===== config.mk =====
export PLATFORM = sky130hd
export DESIGN_NAME = rx_drop_csr_bridge_pause_cfg
export DESIGN_NICKNAME = d
export VERILOG_FILES = /design/src/design/rx_drop_pkg.sv /design/src/design/mac_access_if.sv /design/src/design/mac_access_seq.sv /design/src/design/rx_drop_csr_bridge_pause_cfg.sv
export SDC_FILE = /design/constraint.sdc
export NUM_CORES = 1
export LEC_CHECK = 0
export BUFFER_PORTS_ARGS = -buffer_cell sky130_fd_sc_hd__buf_2
export CAP_MARGIN = 20
export CORE_MARGIN = 3
export CORE_UTILIZATION = 40
export DETAILED_ROUTE_END_ITERATION = 8
export PLACE_DENSITY = 0.6
export SLEW_MARGIN = 10
export SYNTH_ARGS = -nofsm -noshare
export SYNTH_HDL_FRONTEND = slang
export SYNTH_SLANG_ARGS = --single-unit

===== constraint.sdc =====
create_clock -name clk_i -period 7.4 [get_ports clk_i]
set_clock_uncertainty 0.15 [all_clocks]
set_input_delay 0.74 -clock clk_i [delete_from_list [all_inputs] [get_ports clk_i]]
set_output_delay 0.74 -clock clk_i [all_outputs]
set_load 0.03 [all_outputs]

===== src/design/rx_drop_pkg.sv =====
// package: offsets, field positions, reset values and timing for the register slice
package rx_drop_pkg;
  // register byte offsets
  localparam logic [7:0] OFS_DROP_COUNT = 8'hA0;
  localparam logic [7:0] OFS_MAC_CMD    = 8'hA4;
  localparam logic [7:0] OFS_MAC_DATA   = 8'hA8;
  localparam logic [7:0] OFS_PAUSE_CFG  = 8'hAC;
  // command register fields
  localparam int CMD_BUSY_BIT = 31;
  localparam int CMD_DIR_BIT  = 30;
  localparam int CMD_ADDR_MSB = 7;
  // pause config fields
  localparam int CFG_HI_LSB  = 16;
  localparam int CFG_LO_LSB  = 8;
  localparam int CFG_DUR_LSB = 4;
  localparam int CFG_MULT    = 3;
  localparam int CFG_BCAST   = 2;
  localparam int CFG_OWN     = 1;
  localparam int CFG_ANY     = 0;
  // reset values and the drop tally midpoint
  localparam logic [31:0] DROP_RESET = 32'h0000_0000;
  localparam logic [31:0] DATA_RESET = 32'h0000_0000;
  localparam logic [7:0]  ADDR_RESET = 8'h00;
  localparam logic [23:0] CFG_RESET  = 24'h00_0000;
  localparam logic [31:0] DROP_MID   = 32'h8000_0000;
  // jam durations at 100 Mb/s, in microseconds, per duration code
  localparam int CLK_MHZ = 125;
  localparam int JAM_US [16] = '{5, 10, 15, 25, 50, 100, 150, 200,
                                 250, 300, 350, 400, 450, 500, 550, 600};
  localparam int JAM_W = 17;
endpackage : rx_drop_pkg


===== src/design/mac_access_if.sv =====
// interface: request and completion signals between bank and access sequencer
`timescale 1ns/10ps
interface mac_access_if;
  logic        start;
  logic        dir_read;
  logic [7:0]  addr;
  logic [31:0] wdata;
  logic        busy;
  logic        done;
  logic [31:0] rdata;
  modport bank (output start, dir_read, addr, wdata, input busy, done, rdata);
  modport seq  (input start, dir_read, addr, wdata, output busy, done, rdata);
endinterface : mac_access_if


===== src/design/mac_access_seq.sv =====
// module: sequencer that performs one internal mac register access per request
`timescale 1ns/10ps
module mac_access_seq (
  // clock and reset
  input  wire logic        clk_i,
  input  wire logic        srst_i,
  // bank side
  mac_access_if.seq        acc,
  // mac register port
  output logic             mreg_req_o,
  output logic             mreg_wr_o,
  output logic [7:0]       mreg_addr_o,
  output logic [31:0]      mreg_wdata_o,
  input  wire logic        mreg_ack_i,
  input  wire logic [31:0] mreg_rdata_i
);
  typedef enum logic [1:0] {S_IDLE, S_WAIT, S_DONE} seq_state_t;
  seq_state_t state_r;

  // request held stable to the mac until it acknowledges
  always_ff @(posedge clk_i) begin
    if (srst_i) begin
      state_r      <= S_IDLE;
      mreg_req_o   <= 1'b0;
      mreg_wr_o    <= 1'b0;
      mreg_addr_o  <= 8'h00;
      mreg_wdata_o <= 32'h0000_0000;
      acc.rdata    <= 32'h0000_0000;
    end else begin
      case (state_r)
        S_IDLE: begin
          if (acc.start) begin
            mreg_req_o   <= 1'b1;
            mreg_wr_o    <= ~acc.dir_read;
            mreg_addr_o  <= acc.addr;
            mreg_wdata_o <= acc.wdata;
            state_r      <= S_WAIT;
          end
        end
        S_WAIT: begin
          if (mreg_ack_i) begin
            mreg_req_o <= 1'b0;
            if (!mreg_wr_o) begin
              acc.rdata <= mreg_rdata_i;
            end
            state_r <= S_DONE;
          end
        end
        default: begin
          state_r <= S_IDLE;
        end
      endcase
    end
  end

  assign acc.busy = (state_r != S_IDLE);
  assign acc.done = (state_r == S_DONE);
endmodule : mac_access_seq


===== src/design/rx_drop_csr_bridge_pause_cfg.sv =====
// module: dropped frame counter, mac register bridge and automatic pause control
// Operation
// each discarded receive frame increments the dropped frame tally by one
// reading the tally returns it and clears it; resets to zero
// a midpoint event pulses when the tally's top bit becomes set
// writing one to command bit 31 starts the selected mac register access
// busy stays set until access completes; read data lands in data register
// host leaves command and data registers alone while busy is set
// command bit 30 picks direction, one read and zero write; resets zero
// command bits 7 to 0 hold the address; bits 29 to 8 read zero
// the 32-bit data register carries write or read value; resets zero
// no pause frames or back pressure while the transmitter is disabled
// high threshold in 64-byte units triggers pause or jam per trigger bits
// full duplex: reaching high threshold sends exactly one timed pause frame
// half duplex: each matching incoming frame is jammed for the set duration
// falling below low threshold sends a zero-time pause frame
// zero-time pause only after a timed pause and while pausing is enabled
// software keeps the low threshold below the high threshold
// bits 7 to 4 choose the jam duration; unused in full duplex
// bits 3, 2, 1 enable jam on multicast, broadcast, own-address frames
// bit 0 triggers on any frame, enables full-duplex pause, overrides 3..1
// tally wraps to zero; a drop during a clearing read counts afterwards
// request, address, direction and data pass safely to the mac access side
`timescale 1ns/10ps
module rx_drop_csr_bridge_pause_cfg (
  // clock and reset
  input  wire logic        clk_i,
  input  wire logic        srst_i,
  // host register port
  input  wire logic        reg_rd_i,
  input  wire logic        reg_wr_i,
  input  wire logic [7:0]  reg_addr_i,
  input  wire logic [31:0] reg_wdata_i,
  output logic [31:0]      reg_rdata_o,
  output logic             reg_sel_o,
  // receive events
  input  wire logic        rx_drop_i,
  output logic             drop_mid_event_o,
  // mac register port
  output logic             mreg_req_o,
  output logic             mreg_wr_o,
  output logic [7:0]       mreg_addr_o,
  output logic [31:0]      mreg_wdata_o,
  input  wire logic        mreg_ack_i,
  input  wire logic [31:0] mreg_rdata_i,
  // flow control inputs
  input  wire logic        tx_enabled_i,
  input  wire logic        full_duplex_i,
  input  wire logic [7:0]  rx_fifo_level_i,
  input  wire logic        rx_frame_start_i,
  input  wire logic        rx_frame_mcast_i,
  input  wire logic        rx_frame_bcast_i,
  input  wire logic        rx_frame_own_i,
  // flow control outputs
  output logic             pause_send_o,
  output logic             pause_zero_o,
  output logic             jam_o
);
  logic [31:0] drop_count_r;
  logic        dir_read_r;
  logic [7:0]  addr_r;
  logic [31:0] data_r;
  logic [23:0] cfg_r;
  logic        start_r;
  logic        paused_r;
  localparam int JAM_W_L = rx_drop_pkg::JAM_W;
  logic [JAM_W_L-1:0] jam_cnt_r;

  mac_access_if acc ();

  // access sequencer
  mac_access_seq u_seq (
    .clk_i        (clk_i),
    .srst_i       (srst_i),
    .acc          (acc),
    .mreg_req_o   (mreg_req_o),
    .mreg_wr_o    (mreg_wr_o),
    .mreg_addr_o  (mreg_addr_o),
    .mreg_wdata_o (mreg_wdata_o),
    .mreg_ack_i   (mreg_ack_i),
    .mreg_rdata_i (mreg_rdata_i)
  );

  // decode strobes
  logic rd_drop, wr_cmd, wr_data, wr_cfg;
  assign rd_drop = reg_rd_i && (reg_addr_i == rx_drop_pkg::OFS_DROP_COUNT);
  assign wr_cmd  = reg_wr_i && (reg_addr_i == rx_drop_pkg::OFS_MAC_CMD);
  assign wr_data = reg_wr_i && (reg_addr_i == rx_drop_pkg::OFS_MAC_DATA);
  assign wr_cfg  = reg_wr_i && (reg_addr_i == rx_drop_pkg::OFS_PAUSE_CFG);

  // dropped frame tally, clear on read
  always_ff @(posedge clk_i) begin
    if (srst_i) begin
      drop_count_r <= rx_drop_pkg::DROP_RESET;
    end else if (rd_drop) begin
      drop_count_r <= {31'h0000_0000, rx_drop_i};
    end else if (rx_drop_i) begin
      drop_count_r <= drop_count_r + 32'h0000_0001;
    end
  end

  // midpoint event pulse
  always_ff @(posedge clk_i) begin
    if (srst_i) begin
      drop_mid_event_o <= 1'b0;
    end else begin
      drop_mid_event_o <= rx_drop_i && !rd_drop
                          && (drop_count_r == rx_drop_pkg::DROP_MID - 32'h0000_0001);
    end
  end

  // command register and start pulse
  always_ff @(posedge clk_i) begin
    if (srst_i) begin
      dir_read_r <= 1'b0;
      addr_r     <= rx_drop_pkg::ADDR_RESET;
      start_r    <= 1'b0;
    end else begin
      start_r <= 1'b0;
      if (wr_cmd && !acc.busy && !start_r) begin
        dir_read_r <= reg_wdata_i[rx_drop_pkg::CMD_DIR_BIT];
        addr_r     <= reg_wdata_i[rx_drop_pkg::CMD_ADDR_MSB:0];
        start_r    <= reg_wdata_i[rx_drop_pkg::CMD_BUSY_BIT];
      end
    end
  end

  // data register: host writes, or read result on completion
  always_ff @(posedge clk_i) begin
    if (srst_i) begin
      data_r <= rx_drop_pkg::DATA_RESET;
    end else if (acc.done && dir_read_r) begin
      data_r <= acc.rdata;
    end else if (wr_data && !acc.busy && !start_r) begin
      data_r <= reg_wdata_i;
    end
  end

  assign acc.start    = start_r;
  assign acc.dir_read = dir_read_r;
  assign acc.addr     = addr_r;
  assign acc.wdata    = data_r;

  // pause configuration register
  always_ff @(posedge clk_i) begin
    if (srst_i) begin
      cfg_r <= rx_drop_pkg::CFG_RESET;
    end else if (wr_cfg) begin
      cfg_r <= reg_wdata_i[23:0];
    end
  end

  // read mux
  always_ff @(posedge clk_i) begin
    if (srst_i) begin
      reg_rdata_o <= 32'h0000_0000;
      reg_sel_o   <= 1'b0;
    end else begin
      reg_sel_o <= 1'b0;
      if (reg_rd_i) begin
        reg_sel_o <= 1'b1;
        if (reg_addr_i == rx_drop_pkg::OFS_DROP_COUNT) begin
          reg_rdata_o <= drop_count_r;
        end else if (reg_addr_i == rx_drop_pkg::OFS_MAC_CMD) begin
          reg_rdata_o <= {acc.busy | start_r, dir_read_r, 22'h00_0000, addr_r};
        end else if (reg_addr_i == rx_drop_pkg::OFS_MAC_DATA) begin
          reg_rdata_o <= data_r;
        end else if (reg_addr_i == rx_drop_pkg::OFS_PAUSE_CFG) begin
          reg_rdata_o <= {8'h00, cfg_r};
        end else begin
          reg_rdata_o <= 32'h0000_0000;
          reg_sel_o   <= 1'b0;
        end
      end
    end
  end

  // flow control decode
  logic [7:0] hi_lvl, lo_lvl;
  logic       any_en, match, reached;
  assign hi_lvl  = cfg_r[rx_drop_pkg::CFG_HI_LSB +: 8];
  assign lo_lvl  = cfg_r[rx_drop_pkg::CFG_LO_LSB +: 8];
  assign any_en  = cfg_r[rx_drop_pkg::CFG_ANY];
  assign reached = rx_fifo_level_i >= hi_lvl;
  assign match   = any_en
                 || (cfg_r[rx_drop_pkg::CFG_MULT] && rx_frame_mcast_i)
                 || (cfg_r[rx_drop_pkg::CFG_BCAST] && rx_frame_bcast_i)
                 || (cfg_r[rx_drop_pkg::CFG_OWN] && rx_frame_own_i);

  // full-duplex pause frames
  always_ff @(posedge clk_i) begin
    if (srst_i) begin
      paused_r     <= 1'b0;
      pause_send_o <= 1'b0;
      pause_zero_o <= 1'b0;
    end else begin
      pause_send_o <= 1'b0;
      pause_zero_o <= 1'b0;
      if (!any_en || !full_duplex_i) begin
        paused_r <= 1'b0;
      end else if (tx_enabled_i) begin
        if (!paused_r && reached) begin
          pause_send_o <= 1'b1;
          paused_r     <= 1'b1;
        end else if (paused_r && rx_fifo_level_i < lo_lvl) begin
          pause_zero_o <= 1'b1;
          paused_r     <= 1'b0;
        end
      end
    end
  end

  // half-duplex jam timer
  function automatic logic [JAM_W_L-1:0] jam_cycles(input logic [3:0] code);
    jam_cycles = JAM_W_L'(rx_drop_pkg::JAM_US[code] * rx_drop_pkg::CLK_MHZ);
  endfunction : jam_cycles

  always_ff @(posedge clk_i) begin
    if (srst_i) begin
      jam_cnt_r <= '0;
      jam_o     <= 1'b0;
    end else if (!tx_enabled_i || full_duplex_i) begin
      jam_cnt_r <= '0;
      jam_o     <= 1'b0;
    end else if (rx_frame_start_i && reached && match) begin
      jam_cnt_r <= jam_cycles(cfg_r[rx_drop_pkg::CFG_DUR_LSB +: 4]);
      jam_o     <= 1'b1;
    end else if (jam_cnt_r > JAM_W_L'(1)) begin
      jam_cnt_r <= jam_cnt_r - JAM_W_L'(1);
    end else begin
      jam_cnt_r <= '0;
      jam_o     <= 1'b0;
    end
  end
endmodule : rx_drop_csr_bridge_pause_cfg


# Word level (Yosys, flattened, before mapping)

Memories as Yosys holds them, arrays and structs flattened.
Index checks and enable logic that the tools add are counted.

$lt $le $gt $ge: 4
Add/subtract/negate cells: 2
Reduce and logical (&&, ||, !) cells: 48
Multiplexer cells: 28
Bitwise operators: 7
Multipliers: 1
Equal/unequal tests: 10

Operators with widths:

| cell                    | number |
|---|---|
| $mux W32                | 7 |
| $mux W17                | 2 |
| $add A32 B1 Y32 const B | 1 |
| $eq A32 B31 Y1 const B  | 1 |
| $eq A8 B8 Y1 const B    | 4 |
| $mul A32 B8 Y17 const B | 1 |
| $mux W24                | 1 |
| $logic_and A1 B1 Y1     | 18 |
| $gt A17 B1 Y1 const B   | 1 |
| $sub A17 B1 Y17 const B | 1 |
| $mux W1                 | 14 |
| $reduce_bool A2 Y1      | 5 |
| $reduce_or A2 Y1        | 5 |
| $ge A8 B8 Y1            | 1 |
| $lt A8 B8 Y1            | 1 |
| $logic_not A1 Y1        | 7 |
| $ne A2 B2 Y1 const B    | 3 |
| $reduce_and A2 Y1       | 3 |
| $reduce_and A3 Y1       | 2 |
| $ge A5 B5 Y1 const B    | 1 |
| $logic_or A1 B1 Y1      | 5 |
| $not A1 Y1              | 5 |
| $not A4 Y5              | 1 |
| $mux W2                 | 2 |
| 8 further kinds         | 8 |

Bits in read-only memories: 512
Logic and storage cells: 122
Output and inout port bits: 79
Register bits: 229
Memories: 1
Input port bits: 92

Memories:

| name            | words | bits a word | read ports | clocked after memory_dff | write ports | line                                | source |
|---|---|---|---|---|---|---|---|
| (no name shown) | 16    | 32          | 1          | 0                        | 0           | rx_drop_csr_bridge_pause_cfg.sv:215 | `jam_cycles = JAM_W_L'(rx_drop_pkg::JAM_US[code] * rx_drop_pkg::CLK_MHZ);` |

# Logic depth before layout (Yosys ltp)

Gate-level depths: netlist of run 1.

Depth in word-level cells: 6
Gate-level depth with buffers: 21
Depth with buffers taken out: 20

# Cells and area by module

From an unflattened synthesis of run 1, not the netlist that was laid out.

Cell total of the unflattened synthesis: 1449
Area, all modules: 12031.5 um2

By module, submodules not included:

| module                       | cells each | times used | seq. area each (um2) | area each (um2) |
|---|---|---|---|---|
| rx_drop_csr_bridge_pause_cfg | 1114       | 1          | 3062.9               | 9291.4 |
| mac_access_seq               | 335        | 1          | 1521.5               | 2740.1 |

# Worst setup path after synthesis of run 1

OpenSTA, ideal clock, no wires.

Kind: register to register
From: register cfg_r[4]
To: register jam_cnt_r[14]
Period minus slack after synthesis: 5.575 ns
Setup time: 0.125 ns
Buffers on the path: 1
Setup slack: 1.825 ns
Data required time: 7.125 ns
Arrival time: 5.300 ns
Cell stages (with the launch flop): 19
Cells stage by stage: dfxtp_1 clkbuf_1 inv_1 ha_1 o21ai_0 inv_1 fa_1 fa_1 inv_1 fa_1 inv_1 fa_1 inv_1 ha_1 a21o_1 o41ai_1 o21bai_1 a211oi_1 o32ai_1

Cells in the longest elaborated chain, start to end: 6

RTL lines:

| element                                      | line                                | source |
|---|---|---|
| start, declared                              | rx_drop_csr_bridge_pause_cfg.sv:63  | `logic [23:0] cfg_r;` |
| start signal, assigned                       | rx_drop_csr_bridge_pause_cfg.sv:147 | `cfg_r <= rx_drop_pkg::CFG_RESET;` |
| start signal, assigned                       | rx_drop_csr_bridge_pause_cfg.sv:149 | `cfg_r <= reg_wdata_i[23:0];` |
| $not A4 Y5 (implied by the code)             | rx_drop_csr_bridge_pause_cfg.sv:215 |  |
| $mem_v2 Z16 W32                              | --                                  |  |
| $mux W32 (implied by the code) (2 in series) | rx_drop_csr_bridge_pause_cfg.sv:215 |  |
| $mul A32 B8 Y17                              | rx_drop_csr_bridge_pause_cfg.sv:215 |  |
| $mux W17                                     | rx_drop_csr_bridge_pause_cfg.sv:225 | `end else if (rx_frame_start_i && reached && match) begin` |
| end signal, assigned                         | rx_drop_csr_bridge_pause_cfg.sv:226 | `jam_cnt_r <= jam_cycles(cfg_r[rx_drop_pkg::CFG_DUR_LSB +: 4]);` |
| end signal, assigned                         | rx_drop_csr_bridge_pause_cfg.sv:229 | `jam_cnt_r <= jam_cnt_r - JAM_W_L'(1);` |
| end, declared                                | rx_drop_csr_bridge_pause_cfg.sv:67  | `logic [JAM_W_L-1:0] jam_cnt_r;` |

No other way between the ends. The select of a mux whose other input is x is not followed.
A chain may end at the register's enable or synchronous reset.

# Worst setup path after layout of run 1

From: register cfg_r[4]
To: register jam_cnt_r[16]

The elaborated chain is that of the path after synthesis.

==> out/metrics.csv, run 1 <==
stage,metric,value,unit
logic_synthesis,Synth warnings,0,
critical_path,reg2reg start,cfg_r[4],
logic_synthesis,main flop type after synthesis,dfxtp_1,
critical_path,Worst Path Max Fanout,11,
floorplanning,Die X,178,um
critical_path,CP cell instances,inv_1 -> ha_1 -> o21ai_0 -> inv_1 -> fa_1 -> fa_1 -> inv_1 -> fa_1 -> inv_1 -> fa_1 -> inv_1 -> ha_1 -> a21o_1 -> o41ai_1 -> a31oi_1 -> xnor2_1 -> o22ai_1,
pwr,power per standard cell area,211,mW/mm^2
critical_path,Critical Path RT,7.64,ns
sta,worst-margin pin slew,1.05,ns
critical_path,worst r2r path cells,17,
logic_synthesis,number of synthesized flops with an enable pin,0,
logic_synthesis,Mapped Area,0.0119,mm^2
detailed_routing,Wirelength per Cell,17.1,um
placed_design,Post-Place Cells,1886,
sta,maximum clock frequency,163,MHz
logic_synthesis,Yosys cell types,56,
critical_path,Worst setup EP type,register,
critical_path,Worst Setup Start Kind,register,
critical_path,Max stage delay on crit path,0.70,ns
final_layout,Ant. Diodes,0,
sta,max-slew violations,0,
clock_tree,cts bufs inserted,27,
critical_path,Crit path top cell by count,inv_1,
sta,RSZ-0062 raised after global routing,no,
grt,total track usage,0.207,
grt,pin count of the biggest net entering global routing,94,
grt,aggregate global routing overflow,0,
critical_path,CP Data Arrival Time,6.39,ns
clock_tree,Sink Count,229,
critical_path,Crit Path Class,register to register,
placed_design,DP HPWL,23600,um
clock_tree,CTS clock-pin slew for the worst setup and hold paths,0.06,ns
floorplanning,Core Rows,62,
final_layout,layout cell share with drive strength beyond 1,0.173,
final_layout,final std cells w/o fill,1938,
final_layout,# nets final,1721,
clock_tree,Setup Buffers After CTS,0,
sta,endpoints failing hold,0,
sta,# setup viols final,0,
final_layout,"commonest non-fill, non-tap cell in the layout",nand2_1,
detailed_routing,DRT Pass-1 Iters,5,
placed_design,IO buf count,170,
sta,setup_tns,0,ns
final_layout,most frequent cells in the layout,"239 x nand2_1, 229 x dfxtp_1, 169 x buf_2",
critical_path,R2R setup slack,1.25,ns
logic_synthesis,"flops & latches, synth",229,
final_layout,Filler cells,2852,
clock_tree,H-tree Lvls,1,
critical_path,Buf/Inv on CP,5,
floorplanning,CORE AREA,0.0289,mm^2
placed_design,Final GP Congestion,0.843,
clock_tree,clk_lat worst skew,0.55,ns
clock_tree,CTS resizes,0,
logic_synthesis,ys async rst share,0,
sta,Rel. slew slack,0.300,
final_layout,multi-input logic area,0.00659,mm^2
critical_path,CP Depth,17,
worst_hold_path,Hold Path Class,input port to register,
grt,vias in the first global route,9735,
clock_tree,CTS Buffer Depth,3,
final_layout,P&R area growth vs syn,17.2,%
logic_synthesis,"Avg Cell Area, Syn",8.48,um^2
clock_tree,clock root cell,clkbuf_16,
floorplanning,Die Ht,178,um
logic_synthesis,"top cells by area, synth","dfxtp_1 39%, nand2_1 7.6%, ha_1 7.1%, mux2i_1 5.8%, a21oi_1 5.6%",
logic_synthesis,Synth top area share,0.386,
status,status,"finished, final reports clean",
critical_path,end point of the critical path,jam_cnt_r[16],
floorplanning,die area,0.0318,mm^2
detailed_routing,Post-DRT Antenna Nets,0,
grt,first-pass GRT wire length,52800,um
logic_synthesis,largest area contributor in the netlist,dfxtp_1,
detailed_routing,"wirelength, routed",33200,um
detailed_routing,mean number of vias per cell,5.15,
final_layout,register area,0.00458,mm^2
pwr,maximum vdd ir drop,0.000159,V
critical_path,crit path from,cfg_r[4],
critical_path,Crit-path slowest cell,o41ai_1,
sta,Period minus WS final,6.15,ns
detailed_routing,via count,9987,
clock_tree,CTS Hold Buffers Added,0,
critical_path,Reg-to-Reg End,jam_cnt_r[16],
floorplanning,Starting Density,0.410,
detailed_routing,drt drc,0,
critical_path,family with the most delay on the worst path,adder cells,
sta,final cycle utilization of the critical path,0.831,
floorplanning,I/O pin cnt,171,
final_layout,final design utilization,0.481,
logic_synthesis,"Seq/Total Area, Yosys",0.386,
detailed_routing,number of DRC markers in iteration 0,503,
pwr,Static Leakage,5.95,nW
logic_synthesis,post-synthesis net count,1587,
logic_synthesis,synthesized instance count,1400,
clock_tree,CTS tree,done,
grt,initial antenna violation count,4,
job,max-cap violation count,0,
==> through the flow <==
step	cell area (um^2)	setup slack (ns)	power, mW	hold slack (ns)
floorplan	11900	1.83	1.55	0.285
global placement	13000	1.48	1.64	0.293
detailed placement	13000	1.32	1.64	0.295
CTS	13900	1.28	2.95	0.250
global route	13900	0.871	3.04	0.249
finish	13900	1.25	2.93	0.270
==> worst min-delay path, cell delays in order <==
cell and delay [ns]:
buf_2 0.09, nand2_1 0.04, a21oi_1 0.05
==> flip-flops by register name (all words and copies together) (netlist names), 2 cells and up <==
register            cells
u_seq.mreg_addr_o       8
cfg_r                  24
u_seq.state_r           2
drop_count_r           32
acc.wdata              32
u_seq.mreg_wdata_o     32
u_seq.acc.rdata        32
jam_cnt_r              17
reg_rdata_o            32
acc.addr                8
==> metal layers <==
| metal | vias to the layer above | wire, um | GRT usage |
|---|---|---|---|
| met4 | 6 | 624 | 0.0438 |
| met5 | - | 36 | 0 |
| met3 | 45 | 1930 | 0.0385 |
| li1 | 4989 | - | - |
| met1 | 4730 | 16100 | 0.296 |
| met2 | 217 | 14600 | 0.327 |
==> cell usage after synthesis, drive strengths merged (3+ instances only) <==
master / n
nor2: 142
xor2: 18
a22oi: 21
mux2i: 69
o211ai: 7
xnor2: 37
inv: 104
nor3: 17
nor2b: 5
dfxtp: 229
nand2b: 9
and4: 3
buf: 13
mux2: 3
a21oi: 133
o22ai: 26
nand2: 239
o21a: 5
and2: 7
and3: 5
or3: 8
nor4: 7
a21o: 6
nand3: 25
o21bai: 4
nand4: 13
clkbuf: 64
ha: 67
fa: 28
o21ai: 20
o41ai: 4
a211oi: 40
or4: 3
==> worst min-delay path by stage <==
stage	from	slack, ns	to	depth (start not counted)
after floorplan	paused_r	0.28	pause_zero_o	2
after global placement	cfg_r[12]	0.29	cfg_r[12]	2
after detailed placement	u_seq.mreg_wdata_o[18]	0.29	u_seq.mreg_wdata_o[18]	2
after CTS	mreg_rdata_i[27]	0.25	u_seq.acc.rdata[27]	3
after global routing	mreg_rdata_i[28]	0.25	u_seq.acc.rdata[28]	3
final	mreg_rdata_i[28]	0.27	u_seq.acc.rdata[28]	3
==> where the power goes <==
| part | switching (mW) | internal (mW) | total, mW |
|---|---|---|---|
| clock network | 0.539 | 0.779 | 1.32 |
| logic | 0.196 | 0.147 | 0.342 |
| registers | 0.0191 | 1.25 | 1.27 |
| total | 0.754 | 2.18 | 2.93 |
==> cell type report <==
class / count / area share
tap: 384 / 0.0345
multi-input combinational: 990 / 0.474
timing repair buffer: 182 / 0.0707
clock inverter: 9 / 0.00648
clock buffer: 40 / 0.0571
sequential: 229 / 0.330
inverter: 104 / 0.0281
==> logic make-up after synthesis <==
kind of cell             count (synthesis)  share of synthesized area
flip-flops                             229                      0.386
XOR/XNOR                                55                     0.0406
AO/OA/AOI/OAI                          276                      0.154
AND/OR/NAND/NOR                        490                      0.176
adder cells (fa/ha/maj)                 95                      0.118
multiplexers                            74                     0.0649
buffers and inverters                  181                     0.0604
(Power assumes the default switching activity.)
==> run 2, diff against run 1 <==
Clock period 7.4 ns to 6 ns, I/O delays scaled along.
==> run 2 against run 1 <==
Non-clock buffer count rose by 7. Combinational power increased by 25%. First-iteration DRC count is 3.6% lower. Via count increased by 0.15%. Clock-buffer cell count down 3. Flip-flop and latch count stayed put. Cell area rose by 0.62%. Clock power rose by 27%. Critical path type unchanged.
==> out/metrics.csv, run 2 (synthesis results as in run 1) <==
stage,metric,value,unit
clock_tree,CTS Buffer Depth,3,
critical_path,Worst setup EP type,register,
grt,first-pass GRT wire length,52100,um
sta,max-slew violations,0,
grt,aggregate global routing overflow,0,
placed_design,Final GP Congestion,0.829,
detailed_routing,number of DRC markers in iteration 0,485,
critical_path,Critical Path RT,6.26,ns
sta,RSZ-0062 raised after global routing,no,
sta,final cycle utilization of the critical path,0.915,
clock_tree,Sink Count,229,
floorplanning,I/O pin cnt,171,
clock_tree,CTS tree,done,
final_layout,layout cell share with drive strength beyond 1,0.176,
grt,total track usage,0.204,
floorplanning,Die Ht,178,um
detailed_routing,Post-DRT Antenna Nets,0,
sta,Rel. slew slack,0.285,
detailed_routing,mean number of vias per cell,5.14,
final_layout,# nets final,1728,
pwr,Static Leakage,5.99,nW
detailed_routing,Wirelength per Cell,16.9,um
grt,pin count of the biggest net entering global routing,95,
sta,maximum clock frequency,182,MHz
clock_tree,CTS clock-pin slew for the worst setup and hold paths,0.06,ns
final_layout,final std cells w/o fill,1945,
final_layout,P&R area growth vs syn,18.0,%
pwr,power per standard cell area,262,mW/mm^2
floorplanning,Starting Density,0.410,
worst_hold_path,Hold Path End,u_seq.acc.rdata[18],
worst_hold_path,Hold Path Class,input port to register,
final_layout,Ant. Diodes,0,
detailed_routing,via count,10000,
sta,endpoints failing hold,0,
clock_tree,cts bufs inserted,27,
worst_hold_path,hold_sp,mreg_rdata_i[18],
clock_tree,clock root cell,clkbuf_16,
critical_path,Crit Path Class,register to register,
critical_path,CP Data Arrival Time,5.74,ns
critical_path,reg2reg start,cfg_r[5],
sta,worst-margin pin slew,1.07,ns
final_layout,"commonest non-fill, non-tap cell in the layout",nand2_1,
critical_path,R2R setup slack,0.51,ns
sta,Period minus WS final,5.49,ns
grt,vias in the first global route,9694,
placed_design,IO buf count,170,
critical_path,crit path from,cfg_r[5],
status,status,"finished, final reports clean",
detailed_routing,"wirelength, routed",32900,um
critical_path,Worst Path Max Fanout,9,
floorplanning,CORE AREA,0.0289,mm^2
job,max-cap violation count,0,
floorplanning,die area,0.0318,mm^2
floorplanning,Die X,178,um
sta,setup_tns,0,ns
clock_tree,clk_lat worst skew,0.55,ns
detailed_routing,drt drc,0,
pwr,maximum vdd ir drop,0.000167,V
final_layout,Filler cells,2850,
placed_design,Post-Place Cells,1894,
clock_tree,H-tree Lvls,1,
detailed_routing,DRT Pass-1 Iters,4,
critical_path,Reg-to-Reg End,jam_cnt_r[14],
placed_design,DP HPWL,23500,um
worst_hold_path,hold path cells,3,
critical_path,Worst Setup Start Kind,register,
final_layout,most frequent cells in the layout,"239 x nand2_1, 229 x dfxtp_1, 169 x buf_2",
floorplanning,Core Rows,62,
critical_path,worst r2r path cells,20,
sta,# setup viols final,0,
grt,initial antenna violation count,6,
[run 2: timing repair]
action,4_1_cts,5_1_grt
gates resized for setup,0,1
setup endpoints to repair,0,1
setup buffers,0,0
hold buffers,0,0
[run 2: per-stage QoR]
step | utilization | setup slack (ns) | power, mW | hold WS (ns) | area, um^2
2_1_floorplan | - | 0.425 | 1.91 | 0.285 | 11900
3_3_place_gp | 0.450 | 0.376 | 2.02 | 0.292 | 13000
3_5_place_dp | 0.451 | 0.322 | 2.02 | 0.295 | 13100
4_1_cts | 0.483 | 0.317 | 3.69 | 0.122 | 14000
5_1_grt | 0.484 | 0.0909 | 3.80 | 0.129 | 14000
6_report | 0.484 | 0.513 | 3.66 | 0.141 | 14000
[run 2: final cells by class]
class	instances	area [um^2]	share of cell area
inverters	104	390	0.0279
flip-flops and latches	229	4580	0.328
well taps	384	480	0.0343
clock buffers	37	743	0.0531
repair buffers	189	1050	0.0749
multi-input cells	990	6590	0.471
clock inverters	12	163	0.0116
[run 2: power breakdown]
group / leakage [nW] / total, mW / switching (mW) / internal, mW
logic: 3.71 / 0.426 / 0.245 / 0.181
registers: 1.84 / 1.57 / 0.0234 / 1.54
clock network: 0.439 / 1.67 / 0.668 / 1.00
total: 5.99 / 3.66 / 0.936 / 2.73
[run 2: worst max path at each step]
stage | depth (start not counted) | to | slack [ns]
floorplan | 18 | jam_cnt_r[14] | 0.43
global placement | 20 | jam_cnt_r[14] | 0.38
detailed placement | 20 | jam_cnt_r[14] | 0.32
CTS | 20 | jam_cnt_r[14] | 0.32
global route | 20 | jam_cnt_r[14] | 0.09
finish | 20 | jam_cnt_r[14] | 0.51
[run 2: worst max-delay path, cell delays in order (launching register included)]
cell and delay, ns:
dfxtp_1 0.50, inv_1 0.14, ha_1 0.38, nand3_1 0.11
o21ai_1 0.22, fa_1 0.59, inv_1 0.05, fa_1 0.47
inv_1 0.05, fa_1 0.52, inv_1 0.05, fa_1 0.52
inv_1 0.04, ha_1 0.32, o21a_1 0.19, o31a_1 0.13
o41ai_1 0.30, buf_4 0.20, o21bai_1 0.06, a211oi_1 0.25
o32ai_1 0.12
[run 2: layer usage]
metal | vias to the layer above | routed length, um | global-route usage
met2 | 230 | 14400 | 0.319
met5 | - | 59 | 0
li1 | 5014 | - | -
met3 | 43 | 2060 | 0.0462
met1 | 4705 | 15700 | 0.290
met4 | 10 | 590 | 0.0419
==> run 3, diff against run 2 <==
Settings changed: CORE_ASPECT_RATIO from default to 1.4, CORE_UTILIZATION 40 to 35, PLACE_DENSITY 0.6 to 0.54.
==> run 3 against run 2 <==
Global-route usage is 1.1 points lower. Fmax is 0.82% lower. Power is 0.19% lower. Clock power hardly changed. Die area is 14% higher. Non-clock buffer count is 2 higher. Critical path depth stayed put. Cell count is 2.8% higher. Worst hold slack better by 0.0046 ns. Routed wire length is 7.0% higher. First-iteration DRC count is 9.3% lower.
==> out/metrics.csv, run 3 (synthesis results as in run 1) <==
stage,metric,value,unit
status,status,"finished, final reports clean",
sta,RSZ-0062 raised after global routing,no,
pwr,Total Power,3.65,mW
sta,Worst Hold Slack,0.146,ns
critical_path,Crit Path Class,register to register,
sta,maximum clock frequency,181,MHz
clock_tree,CTS Hold Buffers Added,0,
clock_tree,CTS Buffer Depth,3,
worst_hold_path,Hold Path End,u_seq.acc.rdata[28],
grt,pin count of the biggest net entering global routing,98,
detailed_routing,number of DRC markers in iteration 0,440,
clock_tree,cts bufs inserted,25,
worst_hold_path,hold path cells,3,
floorplanning,Starting Density,0.356,
sta,# setup viols final,0,
floorplanning,Die X,162,um
grt,initial antenna violation count,6,
sta,setup_tns,0,ns
grt,total track usage,0.193,
floorplanning,die area,0.0362,mm^2
detailed_routing,DRT Pass-1 Iters,4,
floorplanning,Die Ht,224,um
sta,max-slew violations,0,
placed_design,IO buf count,170,
pwr,Static Leakage,6.01,nW
sta,Period minus WS final,5.53,ns
floorplanning,Core Rows,79,
critical_path,reg2reg start,cfg_r[5],
final_layout,final design utilization,0.422,
detailed_routing,"wirelength, routed",35200,um
critical_path,Critical Path RT,6.24,ns
pwr,maximum vdd ir drop,0.000241,V
placed_design,DP HPWL,26000,um
final_layout,# nets final,1728,
critical_path,R2R setup slack,0.47,ns
detailed_routing,drt drc,0,
job,max-cap violation count,0,
critical_path,Reg-to-Reg End,jam_cnt_r[14],
critical_path,CP Data Arrival Time,5.77,ns
detailed_routing,Post-DRT Antenna Nets,0,
critical_path,Worst setup EP type,register,
clock_tree,clk_lat worst skew,0.54,ns
final_layout,most frequent cells in the layout,"239 x nand2_1, 229 x dfxtp_1, 169 x buf_2",
final_layout,P&R area growth vs syn,18.4,%
critical_path,worst r2r path cells,20,
critical_path,Worst Setup Start Kind,register,
final_layout,Ant. Diodes,0,
grt,vias in the first global route,10100,
sta,Rel. slew slack,0.372,
sta,worst-margin pin slew,0.933,ns
clock_tree,H-tree Lvls,1,
detailed_routing,Wirelength per Cell,17.6,um
pwr,power per standard cell area,260,mW/mm^2
clock_tree,Sink Count,229,
worst_hold_path,Hold Path Class,input port to register,
final_layout,layout cell share with drive strength beyond 1,0.177,
clock_tree,CTS tree,done,
floorplanning,I/O pin cnt,171,
final_layout,"commonest non-fill, non-tap cell in the layout",nand2_1,
clock_tree,clock root cell,clkbuf_16,
clock_tree,CTS clock-pin slew for the worst setup and hold paths,0.06,ns
sta,endpoints failing hold,0,
detailed_routing,mean number of vias per cell,4.98,
floorplanning,CORE AREA,0.0333,mm^2
placed_design,Final GP Congestion,0.805,
grt,first-pass GRT wire length,55500,um
sta,final cycle utilization of the critical path,0.922,
critical_path,Worst Path Max Fanout,9,
detailed_routing,via count,9950,
worst_hold_path,hold_sp,mreg_rdata_i[28],
grt,aggregate global routing overflow,0,
run 3: cell types whose count changed in the layout (fill, tap and decap cells not counted), sizes merged:
cell and delta:
inv -1, clkinv -2, clkinvlp -2, buf +2, bufinv +1, clkbuf -4
run 3: stage by stage:
step	cells	cell area, um^2	setup slack (ns)
6_report	2000	14000	0.468
2_1_floorplan	1400	11900	0.425
3_5_place_dp	1957	13100	0.146
4_1_cts	1998	14000	0.143
3_3_place_gp	1957	13100	0.309
5_1_grt	2000	14000	0.139
run 3: what timing repair did:
| item | 4_1_cts | 5_1_grt |
|---|---|---|
| buffers inserted | 0 | 0 |
| endpoints found under the setup margin | 0 | 2 |
| gates resized for setup | 0 | 2 |
run 3: cell type report:
type / instances / area [um^2]
fillers: 3421 / 19300
multi-input cells: 990 / 6590
flip-flops and latches: 229 / 4580
repair buffers: 191 / 1050
clock buffers: 33 / 726
well taps: 445 / 557
inverters: 104 / 390
clock inverters: 8 / 144
run 3: worst max-delay path by stage:
stage	startpoint	slack, ns	cells after the start	to
final	cfg_r[5]	0.47	20	jam_cnt_r[14]
after global routing	cfg_r[5]	0.14	20	jam_cnt_r[14]
after CTS	cfg_r[5]	0.14	20	jam_cnt_r[14]
after detailed placement	cfg_r[5]	0.15	20	jam_cnt_r[14]
after global placement	cfg_r[5]	0.31	20	jam_cnt_r[14]
after floorplan	cfg_r[4]	0.43	18	jam_cnt_r[14]
run 3: critical path: stages (launching register included):
cell and delay [ns]:
dfxtp_1 0.50, inv_1 0.14, ha_1 0.38, nand3_1 0.11, o21ai_1 0.22, fa_1 0.60
inv_1 0.05, fa_1 0.47, inv_1 0.05, fa_1 0.53, inv_1 0.05, fa_1 0.52
inv_1 0.04, ha_1 0.32, o21a_1 0.18, o31a_1 0.14, o41ai_2 0.30, buf_4 0.20
o21bai_1 0.06, a211oi_1 0.26, o32ai_1 0.12
run 3: metal layers:
metal	wire length (um)	vias up	global-route usage
met5	69	-	0
met4	930	10	0.0545
met3	1660	61	0.0361
met2	18200	183	0.360
met1	14300	4688	0.224
li1	-	5008	-
run 3: power by group:
| part | total [mW] | switching [mW] | internal (mW) |
|---|---|---|---|
| Clock | 1.65 | 0.639 | 1.01 |
| Sequential | 1.57 | 0.0237 | 1.54 |
| Combinational | 0.436 | 0.254 | 0.183 |
| Total | 3.65 | 0.917 | 2.74 |
